--- src/sar_adc_map.svh ---
// register offsets, field positions, reset values and timing counts
`ifndef SAR_ADC_MAP_SVH
`define SAR_ADC_MAP_SVH

// byte offsets on the register bus
`define STATUS_CONTROL_OFFSET 12'h000
`define RESULT_HIGH_OFFSET    12'h004
`define RESULT_LOW_OFFSET     12'h008
`define CLOCK_CONFIG_OFFSET   12'h00C

// status and control fields
`define ST_CHAN_LSB           0
`define ST_CHAN_MSB           4
`define ST_CONT_BIT           5
`define ST_IEN_BIT            6
`define ST_FLAG_BIT           7

// clock configuration fields
`define CK_DIV_LSB            0
`define CK_DIV_MSB            1
`define CK_QUAD_BIT           2
`define CK_MODE10_BIT         3
`define CK_ASYNC_BIT          4

// reset values
`define CHAN_OFF              5'h1F
`define RESULT_HIGH_RESET     2'h0
`define RESULT_LOW_RESET      8'h00
`define CLOCK_DIV_RESET       2'h0

// conversion sequencing
`define SAMPLE_TICKS          4'h4
`define SETTLE_CYCLES         2'h3
`define MSB_BIT               4'hA
`define LAST_BIT_10           4'h0
`define LAST_BIT_8            4'h2
`define BUS_CLK_RATIO         2'h3

`endif

--- src/sar_adc_pkg.sv ---
// types shared by the conversion control and its clock divider
package sar_adc_pkg;

    typedef enum logic [2:0] {
        ST_OFF,
        ST_IDLE,
        ST_SAMPLE,
        ST_TRIAL,
        ST_DECIDE,
        ST_TRANSFER
    } conv_state_t;

    typedef struct packed {
        logic        psel;
        logic        penable;
        logic        pwrite;
        logic [11:0] paddr;
        logic [31:0] pwdata;
    } apb_req_t;

    typedef struct packed {
        logic [10:0] dac_code;
        logic        sample_en;
        logic [4:0]  channel;
        logic        power_on;
        logic        pad_isolate;
    } analog_out_t;

    typedef struct packed {
        conv_state_t state;
        logic [4:0]  chan;
        logic        cont;
        logic        ien;
        logic        flag;
        logic        irq;
        logic [1:0]  div_sel;
        logic        src_quad;
        logic        mode10;
        logic        async_en;
        logic [1:0]  res_hi;
        logic [7:0]  res_lo;
        logic        hi_pending;
        logic [10:0] approx;
        logic [3:0]  bit_idx;
        logic [3:0]  cnt;
        logic [1:0]  settle;
        logic        cmp_meta;
        logic        cmp_sync;
        logic        pready;
        logic        pslverr;
        logic [7:0]  prdata;
        analog_out_t aout;
    } ctrl_state_t;

    typedef struct packed {
        logic [1:0] pre;
        logic [2:0] div;
        logic       tick;
    } div_state_t;

endpackage

--- src/sar_adc_conversion_control.sv ---
// conversion sequencing and register file of the successive approximation
// What this block does
// results right-justified, ten or eight bits
// round approximation to nearest at resolution
// full scale gives all ones, zero gives 000
// divide conversion clock by 1, 2, 4, 8
// one input at a time, from channel field
// resolution mode bit picks ten or eight
// status write starts conversion unless channel off
// no hardware trigger; software starts only
// continuous mode restarts after each transfer
// result load completes conversion, sets flag
// interrupt if enable high when flag sets
// ten-bit mode, high read, low unread: transfer blocked, discarded
// blocked transfer always starts another conversion
// software avoids reading results mid conversion
// status write aborts, then maybe restarts
// clock config write aborts conversion
// abort on reset or stop without async
// abort keeps results; reset clears them
// single mode powers down after each conversion
// alternate source is four times bus clock
// channel all ones turns off, isolates pad
// continuous bit picks continuous or single
//
// The placing of the registers and the APB interface to the registers were decided locally.
`include "sar_adc_map.svh"

module sar_adc_conversion_control
    import sar_adc_pkg::*;
(
    // clock and reset
    input  wire logic         i_clk_sys,
    input  wire logic         i_rst,
    // apb slave
    input  wire apb_req_t     i_apb,
    output logic [31:0]       o_prdata,
    output logic              o_pready,
    output logic              o_pslverr,
    // power management
    input  wire logic         i_stop_mode,
    // analog front end
    input  wire logic         i_cmp_above,
    output analog_out_t       o_analog,
    // completion request
    output logic              o_irq
);

    localparam ctrl_state_t RESET_STATE = '{
        state:   ST_OFF,
        chan:    `CHAN_OFF,
        div_sel: `CLOCK_DIV_RESET,
        res_hi:  `RESULT_HIGH_RESET,
        res_lo:  `RESULT_LOW_RESET,
        aout:    '{channel: `CHAN_OFF, pad_isolate: 1'b1, default: '0},
        default: '0
    };

    ctrl_state_t r_reg;
    ctrl_state_t r_next;
    logic        tick;
    logic        access;
    logic        apb_done;
    logic        wr_status;
    logic        wr_clock;
    logic        converting;
    logic [3:0]  last_bit;
    logic [9:0]  rounded;
    logic        sel_status;
    logic        sel_high;
    logic        sel_low;
    logic        sel_clock;
    logic        rd_done;
    logic        wr_done;
    logic        sample_last;
    logic        blocked;
    logic        stop_abort;
    logic        abort;
    logic [7:0]  status_view;
    logic [7:0]  clock_view;

    // round half up, saturating so full scale stays all ones
    function automatic logic [9:0] round_code(input logic [10:0] a,
                                              input logic        m10);
        logic [10:0] s;
        s = 11'h000;
        if (m10)
        begin
            s = {1'b0, a[10:1]} + {10'h000, a[0]};
            if (s[10])
                s = 11'h3FF;
        end
        else
        begin
            s = {3'h0, a[10:3]} + {10'h000, a[2]};
            if (s[8])
                s = 11'h0FF;
        end
        return s[9:0];
    endfunction

    // every state from sampling to transfer keeps the converter powered
    function automatic logic is_powered(input conv_state_t st);
        logic p;
        p = 1'b0;
        case (st)
            ST_SAMPLE,
            ST_TRIAL,
            ST_DECIDE,
            ST_TRANSFER:
                p = 1'b1;
            default:
                p = 1'b0;
        endcase
        return p;
    endfunction

    assign access      = i_apb.psel & i_apb.penable;
    assign apb_done    = access & r_reg.pready;
    assign rd_done     = apb_done & ~i_apb.pwrite;
    assign wr_done     = apb_done & i_apb.pwrite;
    assign sel_status  = (i_apb.paddr == `STATUS_CONTROL_OFFSET);
    assign sel_high    = (i_apb.paddr == `RESULT_HIGH_OFFSET);
    assign sel_low     = (i_apb.paddr == `RESULT_LOW_OFFSET);
    assign sel_clock   = (i_apb.paddr == `CLOCK_CONFIG_OFFSET);
    assign wr_status   = wr_done & sel_status;
    assign wr_clock    = wr_done & sel_clock;
    assign status_view = {r_reg.flag, r_reg.ien, r_reg.cont, r_reg.chan};
    assign clock_view  = {3'h0, r_reg.async_en, r_reg.mode10,
                          r_reg.src_quad, r_reg.div_sel};
    assign converting  = is_powered(r_reg.state);
    assign sample_last = tick & (r_reg.cnt == 4'(`SAMPLE_TICKS - 4'h1));
    // a split ten-bit read still in progress holds the result off
    assign blocked     = r_reg.mode10 & r_reg.hi_pending;
    // stop without the async clock loses the conversion clock
    assign stop_abort  = i_stop_mode & ~r_reg.async_en & converting;
    assign abort       = wr_status | wr_clock | stop_abort;

    conv_clock_divider u_div (
        .i_clk_sys  (i_clk_sys),
        .i_rst      (i_rst),
        .i_restart  (wr_clock),
        .i_src_quad (r_reg.src_quad),
        .i_div_sel  (r_reg.div_sel),
        .o_tick     (tick)
    );

    always_comb
    begin
        r_next     = r_reg;
        last_bit   = r_reg.mode10 ? `LAST_BIT_10 : `LAST_BIT_8;
        rounded    = round_code(r_reg.approx, r_reg.mode10);

        // comparator crosses from the analog side
        r_next.cmp_meta = i_cmp_above;
        r_next.cmp_sync = r_reg.cmp_meta;

        // one wait state: answer is registered in the first access cycle
        r_next.pready = 1'b0;
        if (access && !r_reg.pready)
        begin
            r_next.pready  = 1'b1;
            r_next.pslverr = 1'b0;
            r_next.prdata  = 8'h00;
            if (sel_status)
                r_next.prdata = status_view;
            else if (sel_high)
                r_next.prdata = {6'h00, r_reg.res_hi};
            else if (sel_low)
                r_next.prdata = r_reg.res_lo;
            else if (sel_clock)
                r_next.prdata = clock_view;
            else
                r_next.pslverr = 1'b1;
        end

        // conversion engine, stepped by the divided tick
        case (r_reg.state)
            ST_SAMPLE:
            begin
                r_next.aout.sample_en = 1'b1;
                if (tick)
                begin
                    if (sample_last)
                    begin
                        r_next.aout.sample_en = 1'b0;
                        r_next.approx         = 11'h000;
                        r_next.bit_idx        = `MSB_BIT;
                        r_next.state          = ST_TRIAL;
                    end
                    else
                    begin
                        r_next.cnt = 4'(r_reg.cnt + 4'h1);
                    end
                end
            end
            ST_TRIAL:
            begin
                r_next.aout.dac_code = r_reg.approx
                                       | (11'h001 << r_reg.bit_idx);
                // comparator needs its synchroniser delay to settle
                r_next.settle        = `SETTLE_CYCLES;
                r_next.state         = ST_DECIDE;
            end
            ST_DECIDE:
            begin
                if (r_reg.settle != 2'h0)
                begin
                    r_next.settle = 2'(r_reg.settle - 2'h1);
                end
                else if (tick)
                begin
                    if (r_reg.cmp_sync)
                        r_next.approx = r_reg.aout.dac_code;
                    if (r_reg.bit_idx == last_bit)
                    begin
                        r_next.aout.dac_code = 11'h000;
                        r_next.state         = ST_TRANSFER;
                    end
                    else
                    begin
                        r_next.bit_idx = 4'(r_reg.bit_idx - 4'h1);
                        r_next.state   = ST_TRIAL;
                    end
                end
            end
            ST_TRANSFER:
            begin
                r_next.cnt = 4'h0;
                if (blocked)
                begin
                    // result dropped, flag untouched
                    r_next.state = ST_SAMPLE;
                end
                else
                begin
                    r_next.res_hi = r_reg.mode10 ? rounded[9:8]
                                                 : 2'h0;
                    r_next.res_lo = rounded[7:0];
                    r_next.flag   = 1'b1;
                    if (r_reg.ien)
                        r_next.irq = 1'b1;
                    if (r_reg.cont)
                        r_next.state = ST_SAMPLE;
                    else
                        r_next.state = ST_IDLE;
                end
            end
            default:
            begin
                // off and idle hold; starts come from software only
                r_next.aout.sample_en = 1'b0;
            end
        endcase

        // read guard tracks a split read of a ten-bit result
        if (rd_done)
        begin
            if (sel_high && r_reg.mode10)
                r_next.hi_pending = 1'b1;
            else if (sel_low)
                r_next.hi_pending = 1'b0;
        end

        if (stop_abort)
        begin
            r_next.state          = ST_IDLE;
            r_next.aout.sample_en = 1'b0;
            r_next.aout.dac_code  = 11'h000;
        end

        // an abort in the transfer cycle drops that result as well
        if (abort)
        begin
            r_next.res_hi = r_reg.res_hi;
            r_next.res_lo = r_reg.res_lo;
            r_next.flag   = r_reg.flag;
            r_next.irq    = r_reg.irq;
        end

        if (wr_clock)
        begin
            r_next.div_sel  = i_apb.pwdata[`CK_DIV_MSB:`CK_DIV_LSB];
            r_next.src_quad = i_apb.pwdata[`CK_QUAD_BIT];
            r_next.mode10   = i_apb.pwdata[`CK_MODE10_BIT];
            r_next.async_en = i_apb.pwdata[`CK_ASYNC_BIT];
            // results stay as last transferred
            r_next.state    = (r_reg.chan == `CHAN_OFF) ? ST_OFF
                                                        : ST_IDLE;
            r_next.aout.sample_en = 1'b0;
            r_next.aout.dac_code  = 11'h000;
        end

        if (wr_status)
        begin
            r_next.chan = i_apb.pwdata[`ST_CHAN_MSB:`ST_CHAN_LSB];
            r_next.cont = i_apb.pwdata[`ST_CONT_BIT];
            r_next.ien  = i_apb.pwdata[`ST_IEN_BIT];
            r_next.flag = 1'b0;
            r_next.irq  = 1'b0;
            r_next.cnt  = 4'h0;
            r_next.aout.sample_en = 1'b0;
            r_next.aout.dac_code  = 11'h000;
            if (i_apb.pwdata[`ST_CHAN_MSB:`ST_CHAN_LSB] == `CHAN_OFF)
                r_next.state = ST_OFF;
            else
                r_next.state = ST_SAMPLE;
        end

        // analog side follows the next state so it is never a cycle late
        r_next.aout.channel     = r_next.chan;
        r_next.aout.pad_isolate = (r_next.chan == `CHAN_OFF);
        r_next.aout.power_on    = is_powered(r_next.state);
    end

    // reset returns results to their reset values
    always_ff @(posedge i_clk_sys or posedge i_rst)
    begin
        if (i_rst)
            r_reg <= RESET_STATE;
        else
            r_reg <= r_next;
    end

    assign o_prdata  = {24'h000000, r_reg.prdata};
    assign o_pready  = r_reg.pready;
    assign o_pslverr = r_reg.pslverr;
    assign o_analog  = r_reg.aout;
    assign o_irq     = r_reg.irq;

endmodule // sar_adc_conversion_control

--- src/conv_clock_divider.sv ---
// conversion clock tick generator: source select and divide by 1/2/4/8
`include "sar_adc_map.svh"

module conv_clock_divider
    import sar_adc_pkg::*;
(
    // clock and reset
    input  wire logic       i_clk_sys,
    input  wire logic       i_rst,
    // configuration
    input  wire logic       i_restart,
    input  wire logic       i_src_quad,
    input  wire logic [1:0] i_div_sel,
    // tick out
    output logic            o_tick
);

    div_state_t r_reg;
    div_state_t r_next;
    logic       src_tick;
    logic [2:0] div_limit;

    always_comb
    begin
        r_next    = r_reg;
        div_limit = 3'((4'h1 << i_div_sel) - 4'h1);
        // system clock is four bus clocks; bus clock is one in four
        src_tick  = i_src_quad | (r_reg.pre == `BUS_CLK_RATIO);
        r_next.pre  = 2'(r_reg.pre + 2'h1);
        r_next.tick = 1'b0;
        if (src_tick)
        begin
            if (r_reg.div >= div_limit)
            begin
                r_next.div  = 3'h0;
                r_next.tick = 1'b1;
            end
            else
            begin
                r_next.div = 3'(r_reg.div + 3'h1);
            end
        end
        // restart keeps the first tick a full period away
        if (i_restart)
        begin
            r_next = '0;
        end
    end

    always_ff @(posedge i_clk_sys or posedge i_rst)
    begin
        if (i_rst)
            r_reg <= '0;
        else
            r_reg <= r_next;
    end

    assign o_tick = r_reg.tick;

endmodule // conv_clock_divider

--- config.mk ---
export PLATFORM = sky130hd
export DESIGN_NAME = sar_adc_conversion_control
export DESIGN_NICKNAME = d
export VERILOG_FILES = /design/src/sar_adc_pkg.sv /design/src/sar_adc_conversion_control.sv /design/src/conv_clock_divider.sv
export VERILOG_INCLUDE_DIRS = /design/src /design/src/src
export SDC_FILE = /design/constraint.sdc
export NUM_CORES = 1
export LEC_CHECK = 0
export ABC_AREA = 1
export BUFFER_PORTS_ARGS = -buffer_cell sky130_fd_sc_hd__buf_2
export CAP_MARGIN = 20
export CORE_ASPECT_RATIO = 2
export CORE_MARGIN = 3
export CORE_UTILIZATION = 50
export CTS_CLUSTER_SIZE = 8
export DETAILED_ROUTE_END_ITERATION = 7
export PLACE_DENSITY = 0.7
export SLEW_MARGIN = 20
export SYNTH_ARGS = -nofsm -noshare
export SYNTH_HDL_FRONTEND = slang
export SYNTH_HIERARCHICAL = 1
export SYNTH_SLANG_ARGS = --single-unit
--- constraint.sdc ---
create_clock -name i_clk_sys -period 5.6 [get_ports i_clk_sys]
set_clock_uncertainty 0.1 [all_clocks]
set_input_delay 0 -clock i_clk_sys [delete_from_list [all_inputs] [get_ports i_clk_sys]]
set_output_delay 0 -clock i_clk_sys [all_outputs]
set_load 0.02 [all_outputs]
==> qor.csv, run 1 <==
metric,value,unit
status,finished clean,
CTS root buf,clkbuf_16,
Finished Core Util,57.4,%
CTS tree,built,
type of origin of the critical path,input pin,
Final Hold Viols,0,
largest net degree at the start of global routing,76,
WL final,11300,microns
"commonest non-fill, non-tap cell in the layout",nand2_1,
Final Cell Area,0.00525,sq mm
Setup CP Type,in -> reg,
vias,3916,
I/O pins,105,
Rows,49,
RSZ-0062 raised after global routing,false,
number of nets in the layout,711,
Max stage delay on crit path,0.53,ns
GPL Wtd Cong,0.966,
CTS buffer count,9,
cts repair resizes,0,
number of vias per cell,5.21,
share of cells above drive strength 1,15.3,%
die span in x,75.2,microns
VDD IR max,0.218,mV
CP most frequent cell,nand2_1,
Yosys warnings,6,
clock slew at reported path FFs,0.05,ns
Mapped Area,0.00478,sq mm
Synth top area share,39.2,%
post-synth cell types,43,
dpl ws,3.25,ns
Setup-failing EPs final,0,
# port buffers,55,
"Area growth, synth to finish",9.68,%
clk_lat worst skew,0.33,ns
Placed Instance Area,0.00482,sq mm
HPWL after DPL,8700,microns
clock sink count,81,
slowest stage cell on the critical path,dlygate4sd3_1,
dpl cells,718,
vias in the first global route,3808,
setup ws final,3.07,ns
slew of the pin with the lowest slew margin,0.988,ns
first-pass GRT wire length,17800,microns
Yosys reg bits,81,
MaxCap Viol Count,0,
asr flop ratio synth,100,%
Worst setup EP type,flop,
Antenna Cells,0,
WL/cell,15.1,microns
max-slew violations,0,
initial antenna violation count,0,
gr usage total,21.8,%
Pleak,2.70,nW
Peak Freq,396,MHz
DRC marker count from the first detailed-route iteration,229,
"commonest cells after routing, fill and taps aside","nand2_1, dfrtp_1, inv_1, nor2_1, buf_2",
Post-route DRC,0,
Synth area leader,dfrtp_1,
max_slew headroom,33.9,%
die area,0.0109,sq mm
Starting Density,52.4,%
Post-Syn Instances,601,
Pre-Repair DR Iteration Count,5,
H-tree depth,3,
worst path cell trace,"dlygate4sd3_1, buf_2, nor2_2, nand2_1, nor2_1, nand3_1, nand3_2, inv_2, nand2_2, inv_1, nand2_1, nand2_1",
WP data arrival,2.64,ns
type of the most critical hold path,in -> reg,
fin crit period,2.53,ns
register area share after synthesis,42.5,%
Worst EP required,5.72,ns
post-route insts no fill,751,
setup TNS,0,ns
worst-path maximum fanout,21,
pwr/cell area,352,mW/mm^2
fin crit share,45.1,%
synth top area cells,"dfrtp_1, nand2_1, buf_4, nand3_1, inv_1",
Overflow after GRT,0,
DRT antenna net count,0,
chip height,144,microns
"EDFF count, synth",0,
Longest Clk Path Bufs,2,
core area,0.00914,sq mm
max reg flops,39,
Mapped Avg Cell Area,7.96,sq um
Post-synth top flop,dfrtp_1,
-- power breakdown --
part           switching, W  internal (W)  leakage, nW
Clock              0.000221      0.000300        0.128
Sequential        0.0000874      0.000681         1.03
Combinational      0.000377      0.000184         1.55
Total              0.000685       0.00116         2.70
-- Yosys cell counts (2+ instances only) --
library cell / n
a21oi_1: 14
a22oi_1: 7
a31oi_1: 6
buf_2: 7
buf_4: 53
buf_6: 2
clkbuf_1: 2
dfrtp_1: 75
dfstp_2: 6
ha_1: 16
inv_1: 59
inv_2: 7
nand2_1: 115
nand2_2: 4
nand3_1: 54
nand3_2: 4
nand3b_1: 2
nand4_1: 7
nor2_1: 58
nor3_1: 4
o21a_1: 2
o21ai_0: 40
o21ai_1: 22
o22a_1: 2
o22ai_1: 5
or2_2: 3
xor2_1: 9
-- routing by layer --
layer  vias to the layer above  GRT usage, %  share of wire, %
li1                       1987             -                 -
met1                      1803          22.6                36
met2                       100          40.5                56
met3                        26          3.41               3.6
met4                         0          11.2               3.6
met5                         -             0                 0
-- area by class of cell --
class | count | area (sq um)
clock buffer | 13 | 240
clock inverter | 3 | 18.8
fill | 861 | 3890
inverter | 66 | 248
multi-input combinational | 413 | 2130
sequential | 81 | 2030
tap | 102 | 128
timing repair buffer | 73 | 453
-- timing repair --
action,4_1_cts,5_1_grt
setup endpoints to repair,0,0
buffers inserted,0,0
hold endpoints to repair,95,0
hold buffers,17,0
-- path summary, 6_finish.rpt --
path                                  from              to  slack [ns]  cells after the start
max in group asynchronous            i_rst     o_prdata[0]        4.36                      4
worst min register to register  r_next[29]       r_reg[29]        0.25                      0
worst max register to register    o_pready       r_reg[58]        3.31                      9
worst max-delay path             i_apb[33]       r_reg[58]        3.07                     12
worst min-delay path             i_apb[34]     o_prdata[5]        0.04                      4
min in group asynchronous            i_rst  u_div/r_reg[4]        0.05                      3
-- through the flow --
| step | total power, W | hold slack [ns] |
|---|---|---|
| final | 0.00185 | 0.0429 |
| after floorplan | 0.00123 | -0.309 |
| after detailed placement | 0.00133 | -0.146 |
| after global routing | 0.00198 | 0.0569 |
| after CTS | 0.00187 | 0.0194 |
| after global placement | 0.00132 | -0.166 |
-- cell families (layout without fill, tap and decap cells) --
kind of cell	count (synthesis)	after routing	synth area share, %
buffers and inverters	130	155	14.9
flip-flops	81	81	42.5
adder cells (fa/ha/maj)	16	16	4.18
AND/OR/NAND/NOR	257	257	23.8
AO/OA/AOI/OAI	107	107	12.9
XOR/XNOR	9	9	1.65
other	1	24	0.0784
-- worst max-delay path: cells and delay by family --
family,cells,cell delay [ns]
buffers and inverters,4,0.86
and+or+nand+nor,8,1.78
Power figures use the tool's default switching activity.
==> inputs of run 2 (changes only) <==
Settings changed: ABC_AREA 1 to 0.
Clock period 5.6 ns to 2.57 ns, I/O delays scaled along.
==> qor.csv, run 2 <==
metric,value,unit,change
Yosys reg bits,81,,unchanged
core area,0.00938,sq mm,+2.7%
HPWL after DPL,8330,microns,-4.2%
synth top area cells,"dfrtp_1, buf_4, nand2_1, ha_1, a21oi_1",,
CTS buffer count,9,,unchanged
Worst EP required,2.75,ns,-2.97 ns
worst-path maximum fanout,5,,-76%
"EDFF count, synth",0,,unchanged
WL/cell,15.5,microns,+3.2%
chip height,145,microns,+0.61%
clk_lat worst skew,0.33,ns,about the same
WL final,10800,microns,-4.5%
Post-synth top flop,dfrtp_1,,
Worst setup EP type,flop,,
share of cells above drive strength 1,18.4,%,+3.2 points
first-pass GRT wire length,18100,microns,+1.7%
Setup-failing EPs final,0,,unchanged
# port buffers,55,,unchanged
clock slew at reported path FFs,0.06,ns,about the same
Overflow after GRT,0,,unchanged
RSZ-0062 raised after global routing,false,,
Yosys warnings,6,,unchanged
Peak Freq,460,MHz,
type of the most critical hold path,in -> reg,,
Compound-Gate Fraction of Synth Area,14.1,%,+1.2 points
DRT antenna net count,0,,unchanged
xor/xnor cell area share of the yosys netlist,2.35,%,+0.70 points
slowest stage cell on the critical path,nor3_1,,
GPL Wtd Cong,0.875,,-9.4%
gr usage total,21.2,%,-0.62 points
"top cells by count, synth","nand2_1, dfrtp_1, buf_4",,
max reg flops,39,,unchanged
Rows,50,,+2.0%
max_slew headroom,45.1,%,+11 points
CP most frequent cell,ha_1,,
met2 Track Usage GR,37.9,%,-2.7 points
DRC marker count from the first detailed-route iteration,186,,-19%
Final Hold Viols,0,,unchanged
CTS tree,built,,
vias,3821,,-2.4%
post-synth cell types,56,,+30%
I/O pins,105,,unchanged
number of nets in the layout,653,,-8.2%
Post-Syn Instances,551,,-8.3%
CTS root buf,clkbuf_16,,
setup TNS,0,ns,unchanged
number of vias per cell,5.50,,+5.4%
Pleak,2.57,nW,-5.0%
WP data arrival,2.35,ns,-0.29 ns
met1 Usage GRT,23.0,%,+0.41 points
Starting Density,51.6,%,-0.74 points
largest family of logic cells by synthesized area,simple AND/OR/NAND/NOR gates,,
max-slew violations,0,,unchanged
register area share after synthesis,42.0,%,-0.54 points
grt peak-use layer,met2,,
vias in the first global route,3896,,+2.3%
pwr/cell area,670,mW/mm^2,+90%
simple-gate share of the synthesized area,22.3,%,-1.6 points
worst path cell trace,"ha_1, ha_1, nand3_1, nor3_1, nor2_1, a211oi_1, a21o_1",,
fin crit period,2.17,ns,
fin crit share,84.6,%,
die area,0.0110,sq mm,+1.2%
die span in x,75.6,microns,+0.59%
"commonest cells after routing, fill and taps aside","nand2_1, dfrtp_1, buf_2",,
Pre-Repair DR Iteration Count,4,,-1
cts repair resizes,0,,unchanged
largest net degree at the start of global routing,40,,-47%
slew of the pin with the lowest slew margin,0.822,ns,-0.166 ns
Longest Clk Path Bufs,2,,unchanged
Post-Synth Adder-Cell Area,4.13,%,-0.053 points
Synth top area share,38.7,%,-0.50 points
Max stage delay on crit path,0.47,ns,-0.06 ns
Post-route DRC,0,,unchanged
"Area growth, synth to finish",10.6,%,
Setup CP Type,reg -> reg,,
VDD IR max,0.558,mV,+160%
asr flop ratio synth,100,%,unchanged
Pwr Total,0.00359,W,+94%
Mapped Area,0.00485,sq mm,+1.3%
"commonest non-fill, non-tap cell in the layout",nand2_1,,
status,finished clean,,
type of origin of the critical path,flop,,
Antenna Cells,0,,unchanged
mux contribution to synthesized area,3.46,%,+3.5 points
most frequent cell after synthesis,nand2_1,,
H-tree depth,3,,unchanged
clock sink count,81,,unchanged
Mapped Avg Cell Area,8.79,sq um,+10%
initial antenna violation count,0,,unchanged
MaxCap Viol Count,0,,unchanged
met3 Usage GRT,3.33,%,-0.081 points
Synth area leader,dfrtp_1,,
==> run 2: changes by cell type after synthesis, moves of 13 or more <==
cell and change:
nand3_1 -42, inv_1 -46, o21ai_1 -19, clkbuf_1 +13, nand2_1 -20, nor3_1 +14, a21oi_1 +25
==> run 2: critical path: cells and delay by family (launching register included) <==
family | cells | cell delay (ns)
AO/OA/AOI/OAI | 2 | 0.42
adder cells (fa/ha/maj) | 2 | 0.45
flip-flops | 1 | 0.39
AND/OR/NAND/NOR | 3 | 0.76
==> run 2: repair_timing <==
action                    in CTS  in global routing
hold buffers                  10                  0
setup buffers                  0                  0
hold endpoints to repair      61                  0
==> run 2: cells by family (layout without fill, tap and decap cells) <==
group | Yosys count | after routing
xor+xnor | 13 | 13
flops | 81 | 81
compound gates | 110 | 110
buf+inv | 92 | 109
mux | 14 | 14
fa+ha+maj | 16 | 16
other cells | 1 | 24
simple gates | 224 | 224
==> run 2: final timing paths <==
check / from / depth (start not counted) / to / slack (ns)
max in group asynchronous: i_rst / 4 / o_analog[5] / 1.33
hold / removal: i_apb[44] / 4 / r_reg[52] / 0.02
hold reg to reg: r_next[29] / 0 / r_reg[29] / 0.25
setup reg to reg: r_reg[42] / 7 / r_reg[53] / 0.40
min in group asynchronous: i_rst / 3 / u_div/r_reg[2] / 0.04
setup / recovery: r_reg[42] / 7 / r_reg[53] / 0.40
==> run 2: area by class of cell <==
type	count	area, sq um
Inverter	13	48.8
Clock buffer	10	239
Fill cell	840	4030
Tap cell	104	130
Multi-Input combinational cell	401	2330
Sequential cell	81	2030
Clock inverter	6	72.6
Timing Repair Buffer	80	500
==> run 2: metal layers <==
layer	up-vias	wire length (microns)	part of all wire [%]
met3	24	466	4.3
met1	1777	4050	37
li1	1885	-	-
met2	135	5840	54
met4	0	449	4.2
met5	-	0	0
==> run 2: per-stage QoR <==
stage / hold WS (ns) / util [%] / instances / cell area (sq um) / worst slack, ns
after floorplan: -0.309 / - / 574 / 4930 / 0.570
after global placement: -0.169 / 52.7 / 669 / 4950 / 0.293
after detailed placement: -0.159 / 52.7 / 669 / 4950 / 0.440
after CTS: 0.00498 / 57.1 / 695 / 5360 / 0.416
after global routing: 0.0390 / 57.1 / 695 / 5360 / 0.158
final: 0.0188 / 57.1 / 695 / 5360 / 0.397
==> run 2: where the power goes <==
group / total [W] / internal, W / switching [W]
Clock: 0.00133 / 0.000791 / 0.000541
Sequential: 0.00156 / 0.00142 / 0.000136
Combinational: 0.000702 / 0.000268 / 0.000434
Total: 0.00359 / 0.00248 / 0.00111
